===== src/common/our_defines.svh =====
// offsets-free constants for the outdoor unit reply framer: codes and counts
// assumes: included once per compilation unit by bare name
`ifndef OUR_DEFINES_SVH
`define OUR_DEFINES_SVH
`define OUR_FR_CMD_REPLY   8'hE2
`define OUR_FR_ACK         8'hE4
`define OUR_FR_NAK_UNSUP   8'hE5
`define OUR_FR_NAK_PARITY  8'hE6
`define OUR_FR_NAK_FORMAT  8'hE7
`define OUR_FR_PWD_A       8'hEB
`define OUR_FR_PWD_B       8'hEC
`define OUR_FR_SPECIAL     8'hED
`define OUR_FR_CRC         8'hEE
`define OUR_FR_MORE        8'hEF
`define OUR_FR_MASTER_ERR  8'hF2
`define OUR_SUB_EUI        8'hE1
`define OUR_SUB_PWD_BASE   8'hF0
`define OUR_SUB_PWD_FINAL  8'hFE
`define OUR_SUB_LOCKED     8'hFF
`define OUR_SUB_CRC        8'h00
`define OUR_BLK_MIN        8'h01
`define OUR_BLK_MAX        8'h2C
`define OUR_ADDR_ANY       8'h80
`define OUR_ADDR_INDOOR    8'h81
`define OUR_ADDR_OUTDOOR   8'h82
`define OUR_ADDR_FUTURE    8'h83
`define OUR_LOCK_COUNT     4'h6
`define OUR_MAX_REPLY      4'h8
`define OUR_HINT_BIT       1
`endif


===== src/common/our_pkg.sv =====
// types for the outdoor unit reply framer
// assumes: our_defines.svh provides the numeric constants
package our_pkg;
  typedef enum logic [2:0] {
    OUR_RQ_ACK,
    OUR_RQ_UNSUP,
    OUR_RQ_BLOCK,
    OUR_RQ_EUI,
    OUR_RQ_PWD,
    OUR_RQ_MORE
  } our_req_t;

  typedef struct packed {
    logic [7:0] data;
    logic       parity;
  } our_byte_t;

  typedef struct packed {
    logic [7:0] code;
    logic [7:0] extra;
    logic       two;
  } our_reply_t;
endpackage : our_pkg


===== src/design/our_framer.sv =====
// reply framing and address filter for the outdoor unit end of the link
// assumes: a byte receiver upstream delivers bytes with their parity bit and
// a message end strobe; the unit's own command logic judges crc, format,
// support, password and identifier, and a transmitter downstream sends the
// reply bytes msb first, each with odd parity, at reply_ready_i pace.
`include "our_defines.svh"

module our_framer
  import our_pkg::*;
(
  input  wire logic       clk_i,
  input  wire logic       rstn_i,
  input  wire our_byte_t  rx_byte_i,
  input  wire logic       rx_valid_i,
  input  wire logic       rx_end_i,
  input  wire logic       crc_bad_i,
  input  wire logic       format_bad_i,
  input  wire logic       unsup_i,
  input  wire our_req_t   req_kind_i,
  input  wire logic [7:0] req_arg_i,
  input  wire logic       pwd_wrong_i,
  input  wire logic       pwd_right_i,
  input  wire logic       lock_clear_i,
  input  wire logic [3:0] data_len_i,
  input  wire logic       reply_ready_i,
  output logic            reply_valid_o,
  output our_reply_t      reply_o,
  output logic            data_go_o,
  output logic            ext_go_o,
  output logic            alarm_o,
  output logic            locked_o,
  output logic            addr_hit_o
);

  typedef enum logic [1:0] {ST_ADDR, ST_BODY, ST_SKIP} our_rx_t;

  our_rx_t    state;
  our_rx_t    next_state;
  logic       parity_bad;
  logic       first;
  logic [3:0] bad_pwd_cnt;
  logic [3:0] next_bad_pwd_cnt;
  our_reply_t next_reply;
  logic       pend;

  wire byte_odd_ok = ^{rx_byte_i.data, rx_byte_i.parity};
  wire addr_mine   = (rx_byte_i.data == `OUR_ADDR_OUTDOOR) ||
                     (rx_byte_i.data == `OUR_ADDR_ANY);
  wire frame_byte  = rx_valid_i && first;
  wire addr_byte   = rx_valid_i && state == ST_ADDR;
  wire msg_done    = rx_end_i && state == ST_BODY;
  wire bad_now     = parity_bad || (rx_valid_i && !byte_odd_ok);
  wire need_reply  = msg_done && !pend;
  wire pwd_ok_blk  = req_arg_i >= `OUR_BLK_MIN &&
                     req_arg_i <= `OUR_BLK_MAX;
  wire is_locked   = bad_pwd_cnt >= `OUR_LOCK_COUNT;
  wire long_reply  = data_len_i >= `OUR_MAX_REPLY;

  // receive states: framing byte, then address, then body (or skip for a foreign address) until end
  always_comb begin
    next_state = state;
    case (state)
      ST_ADDR: begin
        if (addr_byte && !first) begin
          next_state = addr_mine ? ST_BODY : ST_SKIP;
        end
      end
      ST_BODY: begin
        if (rx_end_i) begin
          next_state = ST_ADDR;
        end
      end
      ST_SKIP: begin
        if (rx_end_i) begin
          next_state = ST_ADDR;
        end
      end
      default: begin
        next_state = ST_ADDR;
      end
    endcase
  end

  // reply selection: parity before crc before format before support
  always_comb begin
    next_reply = '{code: `OUR_FR_ACK, extra: 8'h00, two: 1'b0};
    if (bad_now) begin
      next_reply.code = `OUR_FR_NAK_PARITY;
    end else if (crc_bad_i) begin
      next_reply = '{code: `OUR_FR_CRC, extra: `OUR_SUB_CRC,
                     two: 1'b1};
    end else if (format_bad_i) begin
      next_reply.code = `OUR_FR_NAK_FORMAT;
    end else if (unsup_i) begin
      next_reply.code = `OUR_FR_NAK_UNSUP;
    end else if (is_locked) begin
      next_reply = '{code: `OUR_FR_SPECIAL, extra: `OUR_SUB_LOCKED,
                     two: 1'b1};
    end else begin
      case (req_kind_i)
        OUR_RQ_BLOCK: begin
          if (pwd_ok_blk) begin
            next_reply = '{code: `OUR_FR_SPECIAL, extra: req_arg_i,
                           two: 1'b1};
          end else begin
            next_reply.code = `OUR_FR_NAK_FORMAT;
          end
        end
        OUR_RQ_EUI: begin
          next_reply = '{code: `OUR_FR_SPECIAL, extra: `OUR_SUB_EUI,
                         two: 1'b1};
        end
        OUR_RQ_PWD: begin
          // arg 0 means unnumbered, 'e' selects fe; else low nibble numbered
          next_reply = '{code: `OUR_FR_SPECIAL,
                         extra: (req_arg_i[3:0] == 4'hE) ?
                                `OUR_SUB_PWD_FINAL :
                                (`OUR_SUB_PWD_BASE | {4'h0, req_arg_i[3:0]}),
                         two: 1'b1};
        end
        OUR_RQ_MORE: begin
          next_reply.code = `OUR_FR_MORE;
        end
        default: begin
          next_reply.code = `OUR_FR_ACK;
        end
      endcase
    end
  end

  // consecutive wrong password count saturates at the lock level
  always_comb begin
    next_bad_pwd_cnt = bad_pwd_cnt;
    if (lock_clear_i || pwd_right_i) begin
      next_bad_pwd_cnt = 4'h0;
    end
    if (pwd_wrong_i && !is_locked) begin
      next_bad_pwd_cnt = bad_pwd_cnt + 4'h1;
    end
  end

  // a nak never carries data, so only the plain ack may start the data
  wire ack_next  = next_reply.code == `OUR_FR_ACK;
  wire has_data  = data_len_i != 4'h0;
  wire clean_msg = !bad_now && !crc_bad_i && !format_bad_i && !unsup_i &&
                   !is_locked;

  always_ff @(posedge clk_i) begin
    if (!rstn_i) begin
      state       <= ST_ADDR;
      first       <= 1'b1;
      parity_bad  <= 1'b0;
      bad_pwd_cnt <= 4'h0;
    end else begin
      state       <= next_state;
      bad_pwd_cnt <= next_bad_pwd_cnt;
      if (rx_end_i) begin
        first      <= 1'b1;
        parity_bad <= 1'b0;
      end else if (rx_valid_i) begin
        first      <= 1'b0;
        parity_bad <= bad_now;
      end
    end
  end

  // a reply waits until the transmitter takes it; a message ending meanwhile gets none
  always_ff @(posedge clk_i) begin
    if (!rstn_i) begin
      pend      <= 1'b0;
      reply_o   <= '0;
      data_go_o <= 1'b0;
      ext_go_o  <= 1'b0;
      alarm_o   <= 1'b0;
    end else begin
      if (need_reply) begin
        pend      <= 1'b1;
        reply_o   <= next_reply;
        // data only after a plain ack that asked for some bytes
        data_go_o <= ack_next && has_data;
        ext_go_o  <= ack_next && long_reply;
        alarm_o   <= alarm_o || next_reply.code == `OUR_FR_NAK_UNSUP;
      end else if (pend && reply_ready_i) begin
        pend      <= 1'b0;
        data_go_o <= 1'b0;
        ext_go_o  <= 1'b0;
      end
    end
  end

  assign reply_valid_o = pend;
  assign locked_o      = is_locked;
  assign addr_hit_o    = state == ST_BODY;
endmodule : our_framer


===== config.mk =====
export PLATFORM = sky130hd
export DESIGN_NAME = our_framer
export DESIGN_NICKNAME = d
export VERILOG_FILES = /design/src/common/our_pkg.sv /design/src/design/our_framer.sv
export VERILOG_INCLUDE_DIRS = /design/src /design/src/common
export SDC_FILE = /design/constraint.sdc
export NUM_CORES = 1
export LEC_CHECK = 0
export BUFFER_PORTS_ARGS = -buffer_cell sky130_fd_sc_hd__buf_2
export CORE_UTILIZATION = 49
export CTS_BUF_LIST = sky130_fd_sc_hd__clkbuf_4 sky130_fd_sc_hd__clkbuf_8
export DETAILED_ROUTE_END_ITERATION = 6
export PLACE_DENSITY_LB_ADDON = 0.08
export SYNTH_ARGS = -nofsm -noshare
export SYNTH_HDL_FRONTEND = slang
export SYNTH_SLANG_ARGS = --single-unit

===== constraint.sdc =====
create_clock -name clk_i -period 3.03 [get_ports clk_i]
set_clock_uncertainty 0.2 [all_clocks]
set_input_delay 0.7575 -clock clk_i [delete_from_list [all_inputs] [get_ports clk_i]]
set_output_delay 0.7575 -clock clk_i [all_outputs]
set_load 0.01 [all_outputs]

; Word-level counts from Yosys, hierarchy flattened
; Index checks and enable logic that the tools add are counted.
[word_totals]
regBits = 29
input_bits = 35
out_inout_bits = 23
[op_classes]
bitwise_logic = 1
eq_ne = 13
n_lt_le_gt_ge = 4
add_sub_neg = 1
reduce_logical = 27
muxes = 23
[ops]
columns = op, count
row1 = 9-bit two-way mux, 4
row2 = 17-bit two-way mux, 2
row3 = 8-bit == test (second input constant), 4
row4 = 9-bit one-hot mux with 3 select lines, 1
row5 = 8-bit two-way mux, 3
row6 = 4-bit two-way mux, 4
row7 = 4-bit one-hot mux with 3 select lines, 1
row8 = 1-bit logical AND, 10
row9 = 9-bit XOR reduction, 1
row10 = 8-bit by 1-bit greater-or-equal comparator with 1-bit output (second input constant), 1
row11 = 8-bit by 6-bit less-or-equal comparator with 1-bit output (second input constant), 1
row12 = 3-bit by 2-bit == test with 1-bit output (second input constant), 2
row13 = 3-bit == test (second input constant), 2
row14 = 2-bit two-way mux, 3
row15 = 2-bit OR reduction, 3
row16 = 4-bit by 1-bit adder with 4-bit output (second input constant), 1
row17 = 4-bit == test (second input constant), 1
row18 = 4-bit by 3-bit greater-or-equal comparator with 1-bit output (second input constant), 1
row19 = 4-bit greater-or-equal comparator (second input constant), 1
row20 = 1-bit zero test, 4
row21 = 1-bit logical OR, 4
row22 = 1-bit two-way mux, 4
row23 = 2-bit by 1-bit inequality test with 1-bit output (second input constant), 2
row24 = 2-bit one-hot mux with 2 select lines, 1
row25 = other kinds (7), 8

; Depth between registers and ports, before layout
[logic_depth]
word_depth = 12
ltp_mapped = 7
ltp_nobuf = 7

; Worst setup path before layout
; OpenSTA, ideal clock, no wires.
[synth_path]
path_type = in2reg
start = input rx_byte_i[4] (netlist name)
end = register reply_o[12] (netlist name)
t_arrival_ps = 2284
path_slack_ps = 478
t_required_ps = 2761
path_buffers = 0
stages = 5
path_cell_list = xor2_1 > xnor3_1 > mux2_4 > or4b_4 > o21ai_1
[synth_via]
elab_chain_cells = 5
[synth_lines]
columns = element, line_no
row1 = from (decl), our_framer.sv:13  ; input wire our_byte_t rx_byte_i,
row2 = 9-bit XOR reduction, our_framer.sv:46  ; wire byte_odd_ok = ^{rx_byte_i.data, rx_byte_i.parity};
row3 = 1-bit zero test, our_framer.sv:52  ; wire bad_now = parity_bad || (rx_valid_i && !byte_odd_ok);
row4 = 1-bit logical AND, our_framer.sv:52
row5 = 1-bit logical OR, our_framer.sv:52
row6 = 8-bit two-way mux, our_framer.sv:87  ; if (bad_now) begin
row7 = to (signal assigned), our_framer.sv:178  ; reply_o <= next_reply;
row8 = to (decl), our_framer.sv:27  ; output our_reply_t reply_o,
; Every way passes these cells.
; A chain may end at the register's enable or synchronous reset.

; Worst setup path in the final report
[layout_path]
start = register bad_pwd_cnt[0]
end = output locked_o
[layout_via]
elab_chain_cells = 1
[layout_lines]
columns = element, line_no
row1 = from (decl), our_framer.sv:41  ; logic [3:0] bad_pwd_cnt;
row2 = from (signal assigned), our_framer.sv:156  ; bad_pwd_cnt <= next_bad_pwd_cnt;
row3 = 4-bit by 3-bit greater-or-equal comparator with 1-bit output (no line), --
row4 = to (decl), our_framer.sv:31  ; output logic locked_o,
; Every way passes these cells.

==> impl_metrics.tcl <==
set metrics [dict create \
    cts.clk_slew.worst_paths_ns 0.14 \
    leakage_uw 0.0008419 \
    gp_congestion 0.8631 \
    tightestPinTransition_ns 0.5198 \
    drt-total-wl_mm 3.068 \
    synthesis.area_mm2 0.001400 \
    synth-xor-area-share 0.05362 \
    syn2layout_area_growth_pct 22.07 \
    rows 19 \
    fin_util 0.6252 \
    status "finished, final reports clean" \
    synthCells 163 \
    clock-sinks 25 \
    cts_hold_repair.buffers 0 \
    post-cts-setup-buffers 0 \
    maxSlewHeadroom 0.6508 \
    overflow 0 \
    drt_iter0_markers 54 \
    die_w_um 55.46 \
    whs_ns 0.2463 \
    synthArstFlopShare 0 \
    drtPass1Iterations 4 \
    synthMuxAreaShare 0.02502 \
    gr-usage-all-layers 0.2067 \
    endpoint_kind "output port" \
    wl_per_cell_um 12.37 \
    synth.net_count 202 \
    period_share 0.9225 \
    cts_tree "done" \
    fp.dieH_um 55.46 \
    fmax_mhz 357.8 \
    grt_max_degree 15 \
    startpoint_type "flop" \
    peakVddDrop_uv 283.8 \
    ys_ff_latch 25 \
    synth_top_cell_by_area "dfxtp_1" \
    place_hpwl_mm 2.431 \
    pin_count 58 \
    synth_commonest_cells "dfxtp_1 (25), nand2_1 (17), o21ai_0 (11), inv_1 (9)" \
    finalSetupTns_ns 0 \
    power_density_mw_per_mm2 359.6 \
    finalSetupViolCount 0 \
    p_total_uw 614.7 \
    required_ns 2.07 \
    syn_area_per_cell_um2 8.590 \
    hp-class "reg2reg" \
    cts_inserted_buffers 3 \
    clock_path_buffers 2 \
    htreeDepth 1 \
    antenna_found_initial 0 \
    diodes 0 \
    synth-compound-area-share 0.2064 \
    worstPathArrival_ns 1.84 \
    route.detailed.drc 0 \
    synth_ff_type "dfxtp_1" \
    yosys-top-cells-area "dfxtp_1 (36%), nand2_1 (4.6%), o21ai_0 (3.9%)" \
    yosys_warnings 0 \
    drv_slew 0 \
    grt_first_pass_wirelength_mm 5.188 \
    synth_top_cell_area_share 0.3575 \
    cts_resized 0 \
    period_needed_ns 2.795 \
    synth_top_family_by_area "simple AND/OR/NAND/NOR gates" \
    via_count 1388 \
    ant_nets 0 \
    start_util 0.5121 \
    route.detailed.vias_per_inst 5.597 \
    clock_latency_ns 0.32 \
    crit_type "reg2out" \
    fp.dieArea_mm2 0.003075 \
    synth_edf_count 0 \
    portBuffers 56 \
    core_area_mm2 0.002734 \
    yosysUniqueCellTypes 49 \
    synth_adder_area_share 0.03575 \
    first_global_vias 1225 \
    nets 257 \
    cts-root-buf "clkbuf_4" \
    synth-simple-area-share 0.2681 \
    yosys.cell_count.top_type "dfxtp_1" \
    rsz0062_at_grt "false" \
    crit_path_max_fanout 6 \
    cap_violations 0 \
    hold_violations 0 \
    yosysSeqAreaShare 0.3575 \
    drive_above_1_share 0.3041 \
]
## layer usage
metal / track usage / vias to the layer above / routed length [um]
met4: 0.04286 / 0 / 21
met3: 0.03981 / 4 / 260
met5: 0 / - / 0
met1: 0.2855 / 621 / 1354
li1: - / 694 / -
met2: 0.3373 / 69 / 1432
## report_power, final
group	internal, uW	switching (uW)
Combinational	62.1	61.8
Sequential	334	3.96
Clock	49.5	103
## worst paths after layout
path	from	endpoint	slack, ns	cells after the start
worst max-delay path	bad_pwd_cnt[0]$_SDFFE_PN0P_	locked_o	0.23	5
worst min register to register	reply_o[8]$_SDFFE_PN0P_	reply_o[8]$_SDFFE_PN0P_	0.25	2
worst max register to register	bad_pwd_cnt[0]$_SDFFE_PN0P_	data_go_o$_SDFFE_PN0P_	0.66	7
worst min-delay path	reply_o[8]$_SDFFE_PN0P_	reply_o[8]$_SDFFE_PN0P_	0.25	2
## layout make-up
type                       instances  area, um2
timing repair buffer              56      280.3
clock buffer                       3      22.52
clock inverter                     1      5.005
sequential                        25      500.5
inverter                           9      33.78
multi-input combinational        123      828.3
fill                             245       1025
tap                               31      38.79
## state kept, by name (all words and copies together), names as in the netlist
| name | flops |
|---|---|
| state | 2 |
| ext_go_o | 1 |
| parity_bad | 1 |
| alarm_o | 1 |
| first | 1 |
| reply_o | 13 |
| reply_valid_o | 1 |
| bad_pwd_cnt | 4 |
| data_go_o | 1 |
## layout by cell type, fill, tap and decap left out, types with 2 or more instances in the layout
cell      instances
a21boi_0          3
a21o_1            3
a21oi_1           4
a22o_1            3
and2_1            4
buf_2            56
clkbuf_4          3
dfxtp_1          25
ha_1              4
inv_1             9
mux2i_1           2
nand2_1          17
nand2b_1          4
nand3_1           8
nand3b_1          2
nor2_1            6
nor2b_1           8
nor3_1            5
nor3b_1           3
nor4_1            2
o21a_1            3
o21ai_0          11
o21ai_1           2
o31ai_1           2
o41ai_1           2
xnor2_1           2
## critical path: stages (launching register included)
cell     delay (ns)
dfxtp_1        0.39
inv_1          0.06
ha_1           0.21
o21ai_0        0.42
nand2_1        0.24
buf_2          0.19
## cells by family (layout without fill, tap and decap cells)
| family | Yosys count | after routing |
|---|---|---|
| compound gates | 42 | 42 |
| xor+xnor | 5 | 5 |
| fa+ha+maj | 4 | 4 |
| buf+inv | 15 | 69 |
| flops | 25 | 25 |
| mux | 3 | 3 |
| other cells | 1 | 1 |
| simple gates | 68 | 68 |
## through the flow
step / setup slack, ns / area, um2 / std cells
3_3_place_gp: 0.3245 / 1682 / 244
5_1_grt: 0.1566 / 1709 / 248
4_1_cts: 0.2754 / 1709 / 248
2_1_floorplan: 0.4776 / 1400 / 163
6_report: 0.2350 / 1709 / 248
3_5_place_dp: 0.2860 / 1682 / 244
No activity file was read; power rests on OpenSTA's default activity.
